$ cat src/mimu_pkg.sv
// Constants for the master interrupt mask unit: offsets, bit positions,
// reset values and clock-loss timing.
// Assumes a 16-bit host control port with byte offsets and a 50 MHz mclk.
package mimu_pkg;
  localparam int          ADDR_W = 8;
  localparam int          DATA_W = 16;

  localparam logic [7:0]  OFF_MASTER_STATUS    = 8'h08;
  localparam logic [7:0]  OFF_INT_MASK         = 8'h0a;
  localparam logic [7:0]  OFF_FACTORY_TEST     = 8'h0c;
  localparam logic [7:0]  OFF_BERT_STATUS      = 8'h40;
  localparam logic [7:0]  OFF_HDLC_STATUS      = 8'h42;
  localparam logic [7:0]  OFF_FAR_END_ALARM_CHANNEL_STATUS      = 8'h44;
  localparam logic [7:0]  OFF_LO_FRAME_STATUS  = 8'h46;
  localparam logic [7:0]  OFF_LO_REMOTE_STATUS = 8'h48;
  localparam logic [7:0]  OFF_HO_FRAMER_STATUS = 8'h4a;

  localparam int          BIT_OST       = 0;
  localparam int          BIT_COUNTER_OVERFLOW      = 1;
  localparam int          BIT_BERT      = 2;
  localparam int          BIT_HDLC      = 3;
  localparam int          BIT_FAR_END_ALARM_CHANNEL      = 4;
  localparam int          BIT_LO_FRAME  = 5;
  localparam int          BIT_LO_REMOTE = 6;
  localparam int          BIT_TRIB_LB   = 8;
  localparam int          BIT_HO_FRAMER = 9;
  localparam int          BIT_TX_LOST   = 10;
  localparam int          BIT_RX_LOST   = 11;

  localparam logic [15:0] MASK_IMPL  = 16'h0f7f;
  localparam logic [15:0] TEST_IMPL  = 16'h003f;
  localparam logic [15:0] MASK_RESET = 16'h0000;
  localparam logic [15:0] TEST_RESET = 16'h0000;
  localparam logic [15:0] ZERO16     = 16'h0000;

  localparam int          CLK_PERIOD_NS = 20;
  localparam int          LOSS_NS       = 200;
  localparam int          LOSS_CYC      = LOSS_NS / CLK_PERIOD_NS;
endpackage

$ cat src/mimu_clk_loss.sv
// Loss-of-clock detector: watches a sampled clock for toggles.
// Assumes the monitored clock is sampled synchronously to mclk.
`timescale 1ns/1ps
module mimu_clk_loss #(
  parameter int LIMIT = mimu_pkg::LOSS_CYC
) (
  input  wire logic mclk,
  input  wire logic rst_b,
  input  wire logic mon_clk,
  output logic      lost_q
);
  localparam int CW = $clog2(LIMIT + 1);

  logic          prev_q;
  logic          prev_d;
  logic [CW-1:0] cnt_q;
  logic [CW-1:0] cnt_d;
  logic          lost_d;
  logic          toggle;

  if (LIMIT < 2) begin : g_chk
    $error("mimu_clk_loss: LIMIT must be at least 2");
  end

  // A monitored clock near a multiple of mclk can alias and look quiet
  assign toggle = mon_clk ^ prev_q;

  always_comb begin
    prev_d = mon_clk;
    cnt_d  = cnt_q;
    lost_d = lost_q;
    if (toggle) begin
      cnt_d  = '0;
      lost_d = 1'b0;
    end else if (cnt_q < CW'(LIMIT)) begin
      cnt_d  = cnt_q + CW'(1);
      lost_d = (cnt_q + CW'(1)) >= CW'(LIMIT);
    end
  end

  // Starts flagged lost, so a present clock clears it right after reset
  always_ff @(posedge mclk) begin
    if (!rst_b) begin
      prev_q <= 1'b0;
      cnt_q  <= CW'(LIMIT);
      lost_q <= 1'b1;
    end else begin
      prev_q <= prev_d;
      cnt_q  <= cnt_d;
      lost_q <= lost_d;
    end
  end
endmodule

$ cat src/mimu_master_mask.sv
// Master interrupt mask unit: summary status, mask, test register,
// clear-on-read strobes and the interrupt output.
// Assumes single-cycle host read and write strobes synchronous to mclk.
//
// What this block does
// - A 16-bit mask register at 0Ah, reset to zero, where 1 unmasks a source.
// - Mask bit 0 gates the one-second tick, bit 1 the counter overflow.
// - Bits 2, 3 and 4 gate bit-error tester, HDLC and far-end alarm changes.
// - Bits 5 and 6 gate the low-order frame/alarm and remote alarm summaries.
// - Bits 8 and 9 gate tributary loopback and high-order framer summaries.
// - Bits 10 and 11 gate loss of transmit clock and loss of receive clock.
// - Reading the HDLC status register clears all HDLC summary latches.
// - Reading the first low-order status register clears its latches.
// - Reading the second low-order status register clears its latches.
// - Reading the high-order framer status register clears its latches.
// - A 16-bit test register at 0Ch whose bits 0 to 5 enter test mode.
// - A summary bit drives the interrupt only while its mask bit is one.
// - The one-second bit latches per tick and clears when read.
// - A clock-loss flag sets after 200 ns without a toggle, clears on one.
`timescale 1ns/1ps
module mimu_master_mask #(
  parameter int LOSS_CYCLES = mimu_pkg::LOSS_CYC
) (
  input  wire logic                        mclk,
  input  wire logic                        rst_b,
  input  wire logic                        cpu_rd,
  input  wire logic                        cpu_wr,
  input  wire logic [mimu_pkg::ADDR_W-1:0] cpu_addr,
  input  wire logic [mimu_pkg::DATA_W-1:0] cpu_wdata,
  output logic      [mimu_pkg::DATA_W-1:0] cpu_rdata,
  input  wire logic                        one_second_tick,
  input  wire logic                        counter_overflow,
  input  wire logic                        bert_change,
  input  wire logic                        hdlc_change,
  input  wire logic                        far_end_alarm_channel,
  input  wire logic                        low_order_frame_alarm_summary,
  input  wire logic                        low_order_remote_alarm_summary,
  input  wire logic                        tributary_loopback_detected,
  input  wire logic                        high_order_framer_summary,
  input  wire logic                        tx_clk_mon,
  input  wire logic                        rx_clk_mon,
  output logic                             transmit_clock_lost,
  output logic                             receive_clock_lost,
  output logic                             bert_latch_clr,
  output logic                             hdlc_latch_clr,
  output logic                             far_end_alarm_channel_latch_clr,
  output logic                             lo_frame_latch_clr,
  output logic                             lo_remote_latch_clr,
  output logic                             ho_framer_latch_clr,
  output logic                             test_mode,
  output logic                             irq
);
  logic [15:0] mask_q;
  logic [15:0] mask_d;
  logic [15:0] test_q;
  logic [15:0] test_d;
  logic [15:0] status_q;
  logic [15:0] status_d;
  logic [15:0] rdata_q;
  logic [15:0] rdata_d;
  logic [15:0] set_v;
  logic [15:0] clr_v;
  logic        rd_master;

  if (LOSS_CYCLES < 2) begin : g_chk
    $error("mimu_master_mask: LOSS_CYCLES must be at least 2");
  end

  mimu_clk_loss #(.LIMIT(LOSS_CYCLES)) u_tx_loss (
    .mclk    (mclk),
    .rst_b   (rst_b),
    .mon_clk (tx_clk_mon),
    .lost_q  (transmit_clock_lost)
  );

  mimu_clk_loss #(.LIMIT(LOSS_CYCLES)) u_rx_loss (
    .mclk    (mclk),
    .rst_b   (rst_b),
    .mon_clk (rx_clk_mon),
    .lost_q  (receive_clock_lost)
  );

  // Clear strobes reach the sub-block latches in the read cycle itself
  assign rd_master           = cpu_rd && cpu_addr == mimu_pkg::OFF_MASTER_STATUS;
  assign bert_latch_clr      = cpu_rd && cpu_addr == mimu_pkg::OFF_BERT_STATUS;
  assign hdlc_latch_clr      = cpu_rd && cpu_addr == mimu_pkg::OFF_HDLC_STATUS;
  assign far_end_alarm_channel_latch_clr      = cpu_rd && cpu_addr == mimu_pkg::OFF_FAR_END_ALARM_CHANNEL_STATUS;
  assign lo_frame_latch_clr  =
    cpu_rd && cpu_addr == mimu_pkg::OFF_LO_FRAME_STATUS;
  assign lo_remote_latch_clr =
    cpu_rd && cpu_addr == mimu_pkg::OFF_LO_REMOTE_STATUS;
  assign ho_framer_latch_clr =
    cpu_rd && cpu_addr == mimu_pkg::OFF_HO_FRAMER_STATUS;

  always_comb begin
    set_v = mimu_pkg::ZERO16;
    clr_v = mimu_pkg::ZERO16;
    set_v[mimu_pkg::BIT_OST]       = one_second_tick;
    set_v[mimu_pkg::BIT_COUNTER_OVERFLOW]      = counter_overflow;
    set_v[mimu_pkg::BIT_BERT]      = bert_change;
    set_v[mimu_pkg::BIT_HDLC]      = hdlc_change;
    set_v[mimu_pkg::BIT_FAR_END_ALARM_CHANNEL]      = far_end_alarm_channel;
    set_v[mimu_pkg::BIT_LO_FRAME]  = low_order_frame_alarm_summary;
    set_v[mimu_pkg::BIT_LO_REMOTE] = low_order_remote_alarm_summary;
    set_v[mimu_pkg::BIT_HO_FRAMER] = high_order_framer_summary;
    clr_v[mimu_pkg::BIT_OST]       = rd_master;
    clr_v[mimu_pkg::BIT_COUNTER_OVERFLOW]      = rd_master;
    clr_v[mimu_pkg::BIT_BERT]      = bert_latch_clr;
    clr_v[mimu_pkg::BIT_HDLC]      = hdlc_latch_clr;
    clr_v[mimu_pkg::BIT_FAR_END_ALARM_CHANNEL]      = far_end_alarm_channel_latch_clr;
    clr_v[mimu_pkg::BIT_LO_FRAME]  = lo_frame_latch_clr;
    clr_v[mimu_pkg::BIT_LO_REMOTE] = lo_remote_latch_clr;
    clr_v[mimu_pkg::BIT_HO_FRAMER] = ho_framer_latch_clr;
    // Set wins over clear so an event in the read cycle is kept
    status_d = (status_q & ~clr_v) | set_v;
    // Level summaries follow their source directly
    status_d[mimu_pkg::BIT_TRIB_LB] = tributary_loopback_detected;
    status_d[mimu_pkg::BIT_TX_LOST] = transmit_clock_lost;
    status_d[mimu_pkg::BIT_RX_LOST] = receive_clock_lost;
    status_d = status_d & mimu_pkg::MASK_IMPL;
  end

  always_comb begin
    mask_d  = mask_q;
    test_d  = test_q;
    rdata_d = rdata_q;
    if (cpu_wr && cpu_addr == mimu_pkg::OFF_INT_MASK) begin
      mask_d = cpu_wdata & mimu_pkg::MASK_IMPL;
    end
    if (cpu_wr && cpu_addr == mimu_pkg::OFF_FACTORY_TEST) begin
      // Software is expected to keep these zero outside the factory
      test_d = cpu_wdata & mimu_pkg::TEST_IMPL;
    end
    if (cpu_rd) begin
      unique case (cpu_addr)
        mimu_pkg::OFF_MASTER_STATUS: rdata_d = status_q;
        mimu_pkg::OFF_INT_MASK:      rdata_d = mask_q;
        mimu_pkg::OFF_FACTORY_TEST:  rdata_d = test_q;
        default:                     rdata_d = mimu_pkg::ZERO16;
      endcase
    end
  end

  always_ff @(posedge mclk) begin
    if (!rst_b) begin
      mask_q   <= mimu_pkg::MASK_RESET;
      test_q   <= mimu_pkg::TEST_RESET;
      status_q <= mimu_pkg::ZERO16;
      rdata_q  <= mimu_pkg::ZERO16;
    end else begin
      mask_q   <= mask_d;
      test_q   <= test_d;
      status_q <= status_d;
      rdata_q  <= rdata_d;
    end
  end

  assign cpu_rdata = rdata_q;
  assign test_mode = |test_q;
  // Gating per bit keeps masked sources from ever reaching the pin
  assign irq       = |(status_q & mask_q);
endmodule

$ cat config.mk
export PLATFORM = sky130hd
export DESIGN_NAME = mimu_master_mask
export DESIGN_NICKNAME = d
export VERILOG_FILES = /design/src/mimu_pkg.sv /design/src/mimu_clk_loss.sv /design/src/mimu_master_mask.sv
export SDC_FILE = /design/constraint.sdc
export NUM_CORES = 1
export LEC_CHECK = 0
export ABC_CLOCK_PERIOD_IN_PS = 1400
export BUFFER_PORTS_ARGS = -buffer_cell sky130_fd_sc_hd__buf_2
export CAP_MARGIN = 20
export CORE_ASPECT_RATIO = 1.4
export CORE_MARGIN = 2
export CORE_UTILIZATION = 40
export CTS_CLUSTER_DIAMETER = 150
export CTS_CLUSTER_SIZE = 24
export DETAILED_ROUTE_END_ITERATION = 16
export PLACE_DENSITY = 0.66
export SLEW_MARGIN = 15
export SYNTH_ARGS = -nofsm -noshare
export SYNTH_HDL_FRONTEND = slang
export SYNTH_HIERARCHICAL = 1
export SYNTH_SLANG_ARGS = --single-unit
$ cat constraint.sdc
create_clock -name mclk -period 1.4 [get_ports mclk]
set_input_delay 0.28 -clock mclk [delete_from_list [all_inputs] [get_ports mclk]]
set_output_delay 0.28 -clock mclk [all_outputs]
set_load 0.01 [all_outputs]
==> flow_metrics.env, run 1 <==
export IMPL_gp_congestion=0.8899
export IMPL_finalSetupViolCount=2
export IMPL_viasPerCell=5.159
export IMPL_core_um2=6126
export IMPL_period_share_pct=121.4
export IMPL_avgSynthCellArea_um2=9.422
export IMPL_die_y_um=97.66
export IMPL_outcome="complete, but fails checks"
export IMPL_vias=2172
export IMPL_cp_start_kind="register"
export IMPL_slew_viol_final=0
export IMPL_insertion_delay_ps=290
export IMPL_p_sw_mw=0.7555
export IMPL_path_clk_slew_ps=100
export IMPL_synth_top_family_by_area="simple AND/OR/NAND/NOR gates"
export IMPL_synth_area_leaders="dfxtp_1 (41%), mux2i_1 (6.8%), nand2_1 (4.6%)"
export IMPL_crit_fanout=2
export IMPL_synth_compound_area_share_pct=17.97
export IMPL_grtUsageTotal_pct=16.86
export IMPL_htree_levels=2
export IMPL_antenna_found_initial=0
export IMPL_cts_tree="built"
export IMPL_setup_ws_ps=-300.1
export IMPL_place_ws_ps=-203.8
export IMPL_peakVddDrop_v=0.0006902
export IMPL_drt_iter0_drc=125
export IMPL_die_w_um=70.90
export IMPL_worstSetupPathType="reg2out"
export IMPL_port_buffers=54
export IMPL_dp_cells=406
export IMPL_fin_setup_tns_ps=-348.5
export IMPL_syn2layout_area_growth_pct=31.25
export IMPL_final_cells=421
export IMPL_r2r_slack_ps=130
export IMPL_initial_core_util_pct=40.91
export IMPL_hold_class="in2reg"
export IMPL_power_share_clock_pct=34.4
export IMPL_netlist_area_leader_share_pct=40.74
export IMPL_end_kind="output pin"
export IMPL_finalPower_mw=3.001
export IMPL_yosys_area_share_adder_pct=1.997
export IMPL_io_pins=65
export IMPL_synth_simple_area_share_pct=23.86
export IMPL_synthMuxAreaShare_pct=6.790
export IMPL_root_buffer="clkbuf_8"
export IMPL_diodes=0
export IMPL_synth_top_area_cell="dfxtp_1"
export IMPL_holdBufCountCts=0
export IMPL_synth_common_cells="dfxtp_1 (51), nand2_1 (31), mux2i_1 (17), o21ai_0 (17), nor2b_1 (12)"
export IMPL_final_layout_size_suffix_gt1_share_pct=39.26
export IMPL_timing_fmax_mhz=588.2
export IMPL_syn_area_um2=2506
export IMPL_p_seq_share_pct=52.2
export IMPL_clkSinkCount=51
export IMPL_synth_cells=266
export IMPL_numCtsBuffers=5
export IMPL_p_int_mw=2.246
export IMPL_fin_area_um2=3289
export IMPL_power_leakage_nw=1.454
export IMPL_dieArea_um2=6923
export IMPL_drtAntennaViolNets=0
export IMPL_yosysSeqAreaShare_pct=40.74
export IMPL_whs_ps=175.6
export IMPL_utilization_pct=53.70
export IMPL_fin_crit_ps=1700
export IMPL_synth_xor_area_share_pct=2.796
export IMPL_wl_um=5776
export IMPL_fill_cells=565
export IMPL_avgRoutedWirePerCell_um=13.72
export IMPL_synth_most_common_cell="dfxtp_1"
export IMPL_grt_start_max_net_pins=29
export IMPL_synthArstFlopShare_pct=0
export IMPL_worstPathArrival_ps=1420
export IMPL_grt_pass1_wl_um=9522
export IMPL_grt_pass1_vias=2095
export IMPL_synth_distinct_cells=45
export IMPL_finalClockSkew_ps=7.349
export IMPL_crit_required_ps=1120
export IMPL_synth_warnings=6
export IMPL_p_per_area_nw_per_um2=912.4
export IMPL_ys_ff_latch=51
export IMPL_drc_errors=0
export IMPL_cap_violations=0
export IMPL_swShare_pct=25.17
export IMPL_row_count=34
export IMPL_synth_edf_count=0
export IMPL_placed_area_um2=2983
export IMPL_clk_path_buf_depth=2
export IMPL_p_comb_share_pct=13.4
export IMPL_violations="setup timing"
export IMPL_dp_hpwl_um=4373
export IMPL_grt_overflow=0
export IMPL_hold_viol_final=0
export IMPL_synth_top_flop_cell="dfxtp_1"
export IMPL_rsz0062_at_grt="yes"
export IMPL_drt_first_pass_iters=6
export IMPL_nets=391
[power by group through the flow]
stage               combinational (mW)  sequential (mW)  clock, mW
floorplan                        0.224             1.59          0
detailed placement               0.370             1.60          0
global route                     0.447             1.58       1.11
finish                           0.402             1.57       1.03
CTS                              0.380             1.56       1.06
global placement                 0.363             1.60          0
[critical path, cell delays in order, from the launching register on]
cell and delay, ps:
dfxtp_2 330, a22o_1 230, a221oi_2 170, buf_4 160
nand3_2 80, buf_6 150
[flip-flops by register name, summed over array words and instances (netlist names)]
register          flops
cpu_rdata            11
mask_q               11
status_q             11
test_q                6
u_rx_loss/cnt_q       4
u_tx_loss/cnt_q       4
u_rx_loss/lost_q      1
u_rx_loss/prev_q      1
u_tx_loss/lost_q      1
u_tx_loss/prev_q      1
[cells in the final DEF (no fill, tap or decap), types with 3 or more instances in the layout]
cell	netlist	layout
nand3_2	10	11
a21oi_1	9	9
ha_1	4	4
o21ai_0	17	17
nand2_1	31	31
and2_1	5	5
a22o_1	8	8
nor2_1	11	9
buf_4	5	34
nor2b_1	12	11
xor2_1	4	4
dfxtp_2	0	4
conb_1	1	5
buf_6	2	5
dfxtp_1	51	47
inv_1	6	6
o2bb2ai_1	4	4
clkbuf_8	0	5
nand4_1	5	5
xnor2_1	4	4
buf_2	2	48
a21boi_2	10	10
mux2i_1	17	17
nand2b_1	4	3
[area by class of cell]
cell class / instances / area [um2] / area share (%)
Multi-Input combinational cell: 195 / 1454 / 44.20
Sequential cell: 51 / 1026 / 31.19
Tap cell: 72 / 90.09 / 2.739
Timing Repair Buffer: 89 / 581.8 / 17.69
Clock inverter: 3 / 46.29 / 1.407
Inverter: 6 / 22.52 / 0.6847
Clock buffer: 5 / 68.82 / 2.092
[worst paths after layout]
kind | depth (start not counted) | from | to
worst max-delay path | 5 | status_q[4] | irq
worst min-delay path | 2 | tributary_loopback_detected | status_q[8]
worst max register to register | 5 | u_tx_loss/cnt_q[1] | u_tx_loss/lost_q
worst min register to register | 2 | cpu_rdata[8] | cpu_rdata[8]
[cells by family after synthesis]
family,after synthesis
muxes,17
xor gates and xnor gates,8
other,1
and+or+nand+nor,101
AOI/OAI and AO/OA,60
adders and majority gates,4
DFF,51
buffers and inverters,24
[metal layers]
layer	track usage, %	up-vias	part of all wire (%)
met4	4.790	0	1.3
li1	-	1114	-
met1	21.22	1006	43
met3	2.801	4	4.1
met5	0	-	0
met2	29.26	48	52
[what timing repair did]
item	in CTS	in global routing
gates resized for setup	10	24
endpoints found under the setup margin	7	8
setup buffers	6	1
pin swaps	4	5
No activity file was read; power rests on OpenSTA's default activity.
==> inputs of run 2 (changes only) <==
CORE_MARGIN = not set   (was 2)
PLACE_DENSITY = 0.63   (was 0.66)
SYNTH_HIERARCHICAL = not set   (was 1)
==> run 2 against run 1 <==
Effect of this change:
- the flow still finishes with violations (setup timing)
- synthesized cell count down 0.38%
- largest power group unchanged
- cell area down 5.9%
- sequential share of layout area up 2.0 points
- highest routed layer unchanged
==> flow_metrics.env, run 2 <==
export IMPL_synth_common_cells="dfxtp_1 (51), nand2_1 (50), o21ai_0 (24), mux2i_1 (23), nor2_1 (14)"
export IMPL_port_buffers=54
export IMPL_placed_area_um2=2914
export IMPL_end_kind="output pin"
export IMPL_hp_start="high_order_framer_summary"
export IMPL_dp_cells=406
export IMPL_final_cells=416
export IMPL_synth_cells=265
export IMPL_synth_edf_count=0
export IMPL_dp_hpwl_um=4284
export IMPL_power_leakage_nw=1.466
export IMPL_reg2reg_to="u_rx_loss.lost_q"
export IMPL_outcome="complete, but fails checks"
export IMPL_viasPerCell=5.019
export IMPL_finalClockSkew_ps=7.871
export IMPL_synth_top_flop_cell="dfxtp_1"
export IMPL_synth_area_leaders="dfxtp_1 (42%), mux2i_1 (9.6%), nand2_1 (7.8%)"
export IMPL_timing_fmax_mhz=597.7
export IMPL_synth_top_area_cell="dfxtp_1"
export IMPL_numCtsBuffers=5
export IMPL_most_common_layout_cells="nand2_1 (50), buf_2 (50), dfxtp_1 (47)"
export IMPL_drtAntennaViolNets=0
export IMPL_synth_warnings=0
export IMPL_crit_fanout=3
export IMPL_htree_levels=2
export IMPL_hold_viol_final=0
export IMPL_cap_violations=0
export IMPL_avgSynthCellArea_um2=9.079
export IMPL_crit_required_ps=1120
export IMPL_period_share_pct=119.5
export IMPL_slew_viol_final=0
export IMPL_grt_start_max_net_pins=20
export IMPL_initial_core_util_pct=41.33
export IMPL_worstPathArrival_ps=1390
export IMPL_final_layout_size_suffix_gt1_share_pct=34.97
export IMPL_grtUsageTotal_pct=17.93
export IMPL_yosysSeqAreaShare_pct=42.43
export IMPL_gp_congestion=0.8086
export IMPL_finalSetupViolCount=7
export IMPL_min_path_cells=3
export IMPL_utilization_pct=53.15
export IMPL_drt_first_pass_iters=4
export IMPL_cts_tree="built"
export IMPL_dieArea_um2=6333
export IMPL_syn_area_um2=2406
export IMPL_setup_ws_ps=-273.0
export IMPL_core_um2=5822
export IMPL_drc_errors=0
export IMPL_io_pins=65
export IMPL_synth_most_common_cell="dfxtp_1"
export IMPL_fill_cells=557
export IMPL_r2r_slack_ps=-50
export IMPL_die_w_um=67.55
export IMPL_path_clk_slew_ps=90
export IMPL_fin_crit_ps=1673
export IMPL_nets=390
export IMPL_rsz0062_at_grt="yes"
export IMPL_insertion_delay_ps=290
export IMPL_grt_overflow=0
export IMPL_root_buffer="clkbuf_8"
export IMPL_wl_um=5441
export IMPL_drt_iter0_drc=95
export IMPL_die_y_um=93.77
export IMPL_hold_class="in2reg"
export IMPL_min_to="status_q[9]"
export IMPL_row_count=33
export IMPL_cp_start_kind="register"
export IMPL_grt_pass1_vias=1886
export IMPL_clkSinkCount=51
export IMPL_finalPower_mw=2.748
export IMPL_clk_path_buf_depth=2
export IMPL_netlist_area_leader_share_pct=42.43
export IMPL_antenna_found_initial=0
export IMPL_p_per_area_nw_per_um2=888.0
export IMPL_ys_ff_latch=51
export IMPL_grt_pass1_wl_um=8569
export IMPL_diodes=0
export IMPL_vias=2088
export IMPL_timing_rr_start="u_rx_loss.cnt_q[1]"
export IMPL_r2r_cells=5
export IMPL_synthArstFlopShare_pct=0
export IMPL_peakVddDrop_v=0.0005766
export IMPL_worstSetupPathType="reg2out"
export IMPL_violations="setup timing"
export IMPL_syn2layout_area_growth_pct=28.60
export IMPL_avgRoutedWirePerCell_um=13.08
export IMPL_fin_area_um2=3094
export IMPL_synth_distinct_cells=52
## run 2: area by class of cell
type / count / area (um2) / area share (%)
inverter: 4 / 15.01 / 0.4852
multi-input combinational: 196 / 1333 / 43.07
tap: 70 / 87.58 / 2.831
sequential: 51 / 1028 / 33.24
timing repair buffer: 89 / 558.0 / 18.03
clock buffer: 6 / 72.57 / 2.345
## run 2: how the worst max path moves through the flow
stage,end,slack [ps],from,cells past startpoint
after floorplan,u_rx_loss.lost_q,-40,u_rx_loss.cnt_q[1],5
after global placement,bert_latch_clr,-150,cpu_addr[5],5
after detailed placement,lo_remote_latch_clr,-150,cpu_addr[5],5
after CTS,irq,-300,mask_q[9],5
after global routing,irq,-350,mask_q[9],5
final,irq,-270,status_q[1],4
## run 2: power breakdown
group          internal (mW)  switching (mW)  total [mW]
sequential              1.51          0.0488        1.56
combinational          0.214           0.204       0.418
clock                  0.334           0.440       0.774
## run 2: routing by layer
layer | global-route usage, % | routed length, um
met2 | 32.51 | 2852
met1 | 20.75 | 2286
met4 | 4.255 | 46
met5 | 0 | 0
met3 | 3.519 | 254
## run 2: stage by stage
| stage | TNS, ps | hold slack [ps] | setup WS [ps] |
|---|---|---|---|
| CTS | -593.6 | 174.7 | -302.0 |
| detailed placement | -1789 | 437.0 | -150.6 |
| global route | -978.8 | 180.8 | -348.3 |
| global placement | -1605 | 434.5 | -146.7 |
| finish | -481.7 | 183.7 | -273.0 |
| floorplan | -38.30 | 388.6 | -38.30 |
## run 2: logic make-up after synthesis
| logic type | count (synthesis) | synth area share (%) |
|---|---|---|
| multiplexers | 28 | 11.91 |
| other | 1 | 0.1559 |
| AO/OA/AOI/OAI | 52 | 13.21 |
| AND/OR/NAND/NOR | 101 | 22.67 |
| flip-flops | 51 | 42.43 |
| XOR/XNOR | 6 | 2.184 |
| adder cells (fa/ha/maj) | 4 | 2.080 |
| buffers and inverters | 22 | 5.356 |
## run 2: what timing repair did
action / CTS / global route
setup endpoints to repair: 9 / 9
buffers inserted: 3 / 1
resized for setup: 16 / 2
pin swaps: 7 / 1
hold buffers: 0 / 0
## run 2: worst max-delay path: stages (launching register included)
cell,delay [ps]
dfxtp_1,330
a22o_1,240
a221oi_1,260
nand3_2,130
buf_6,140
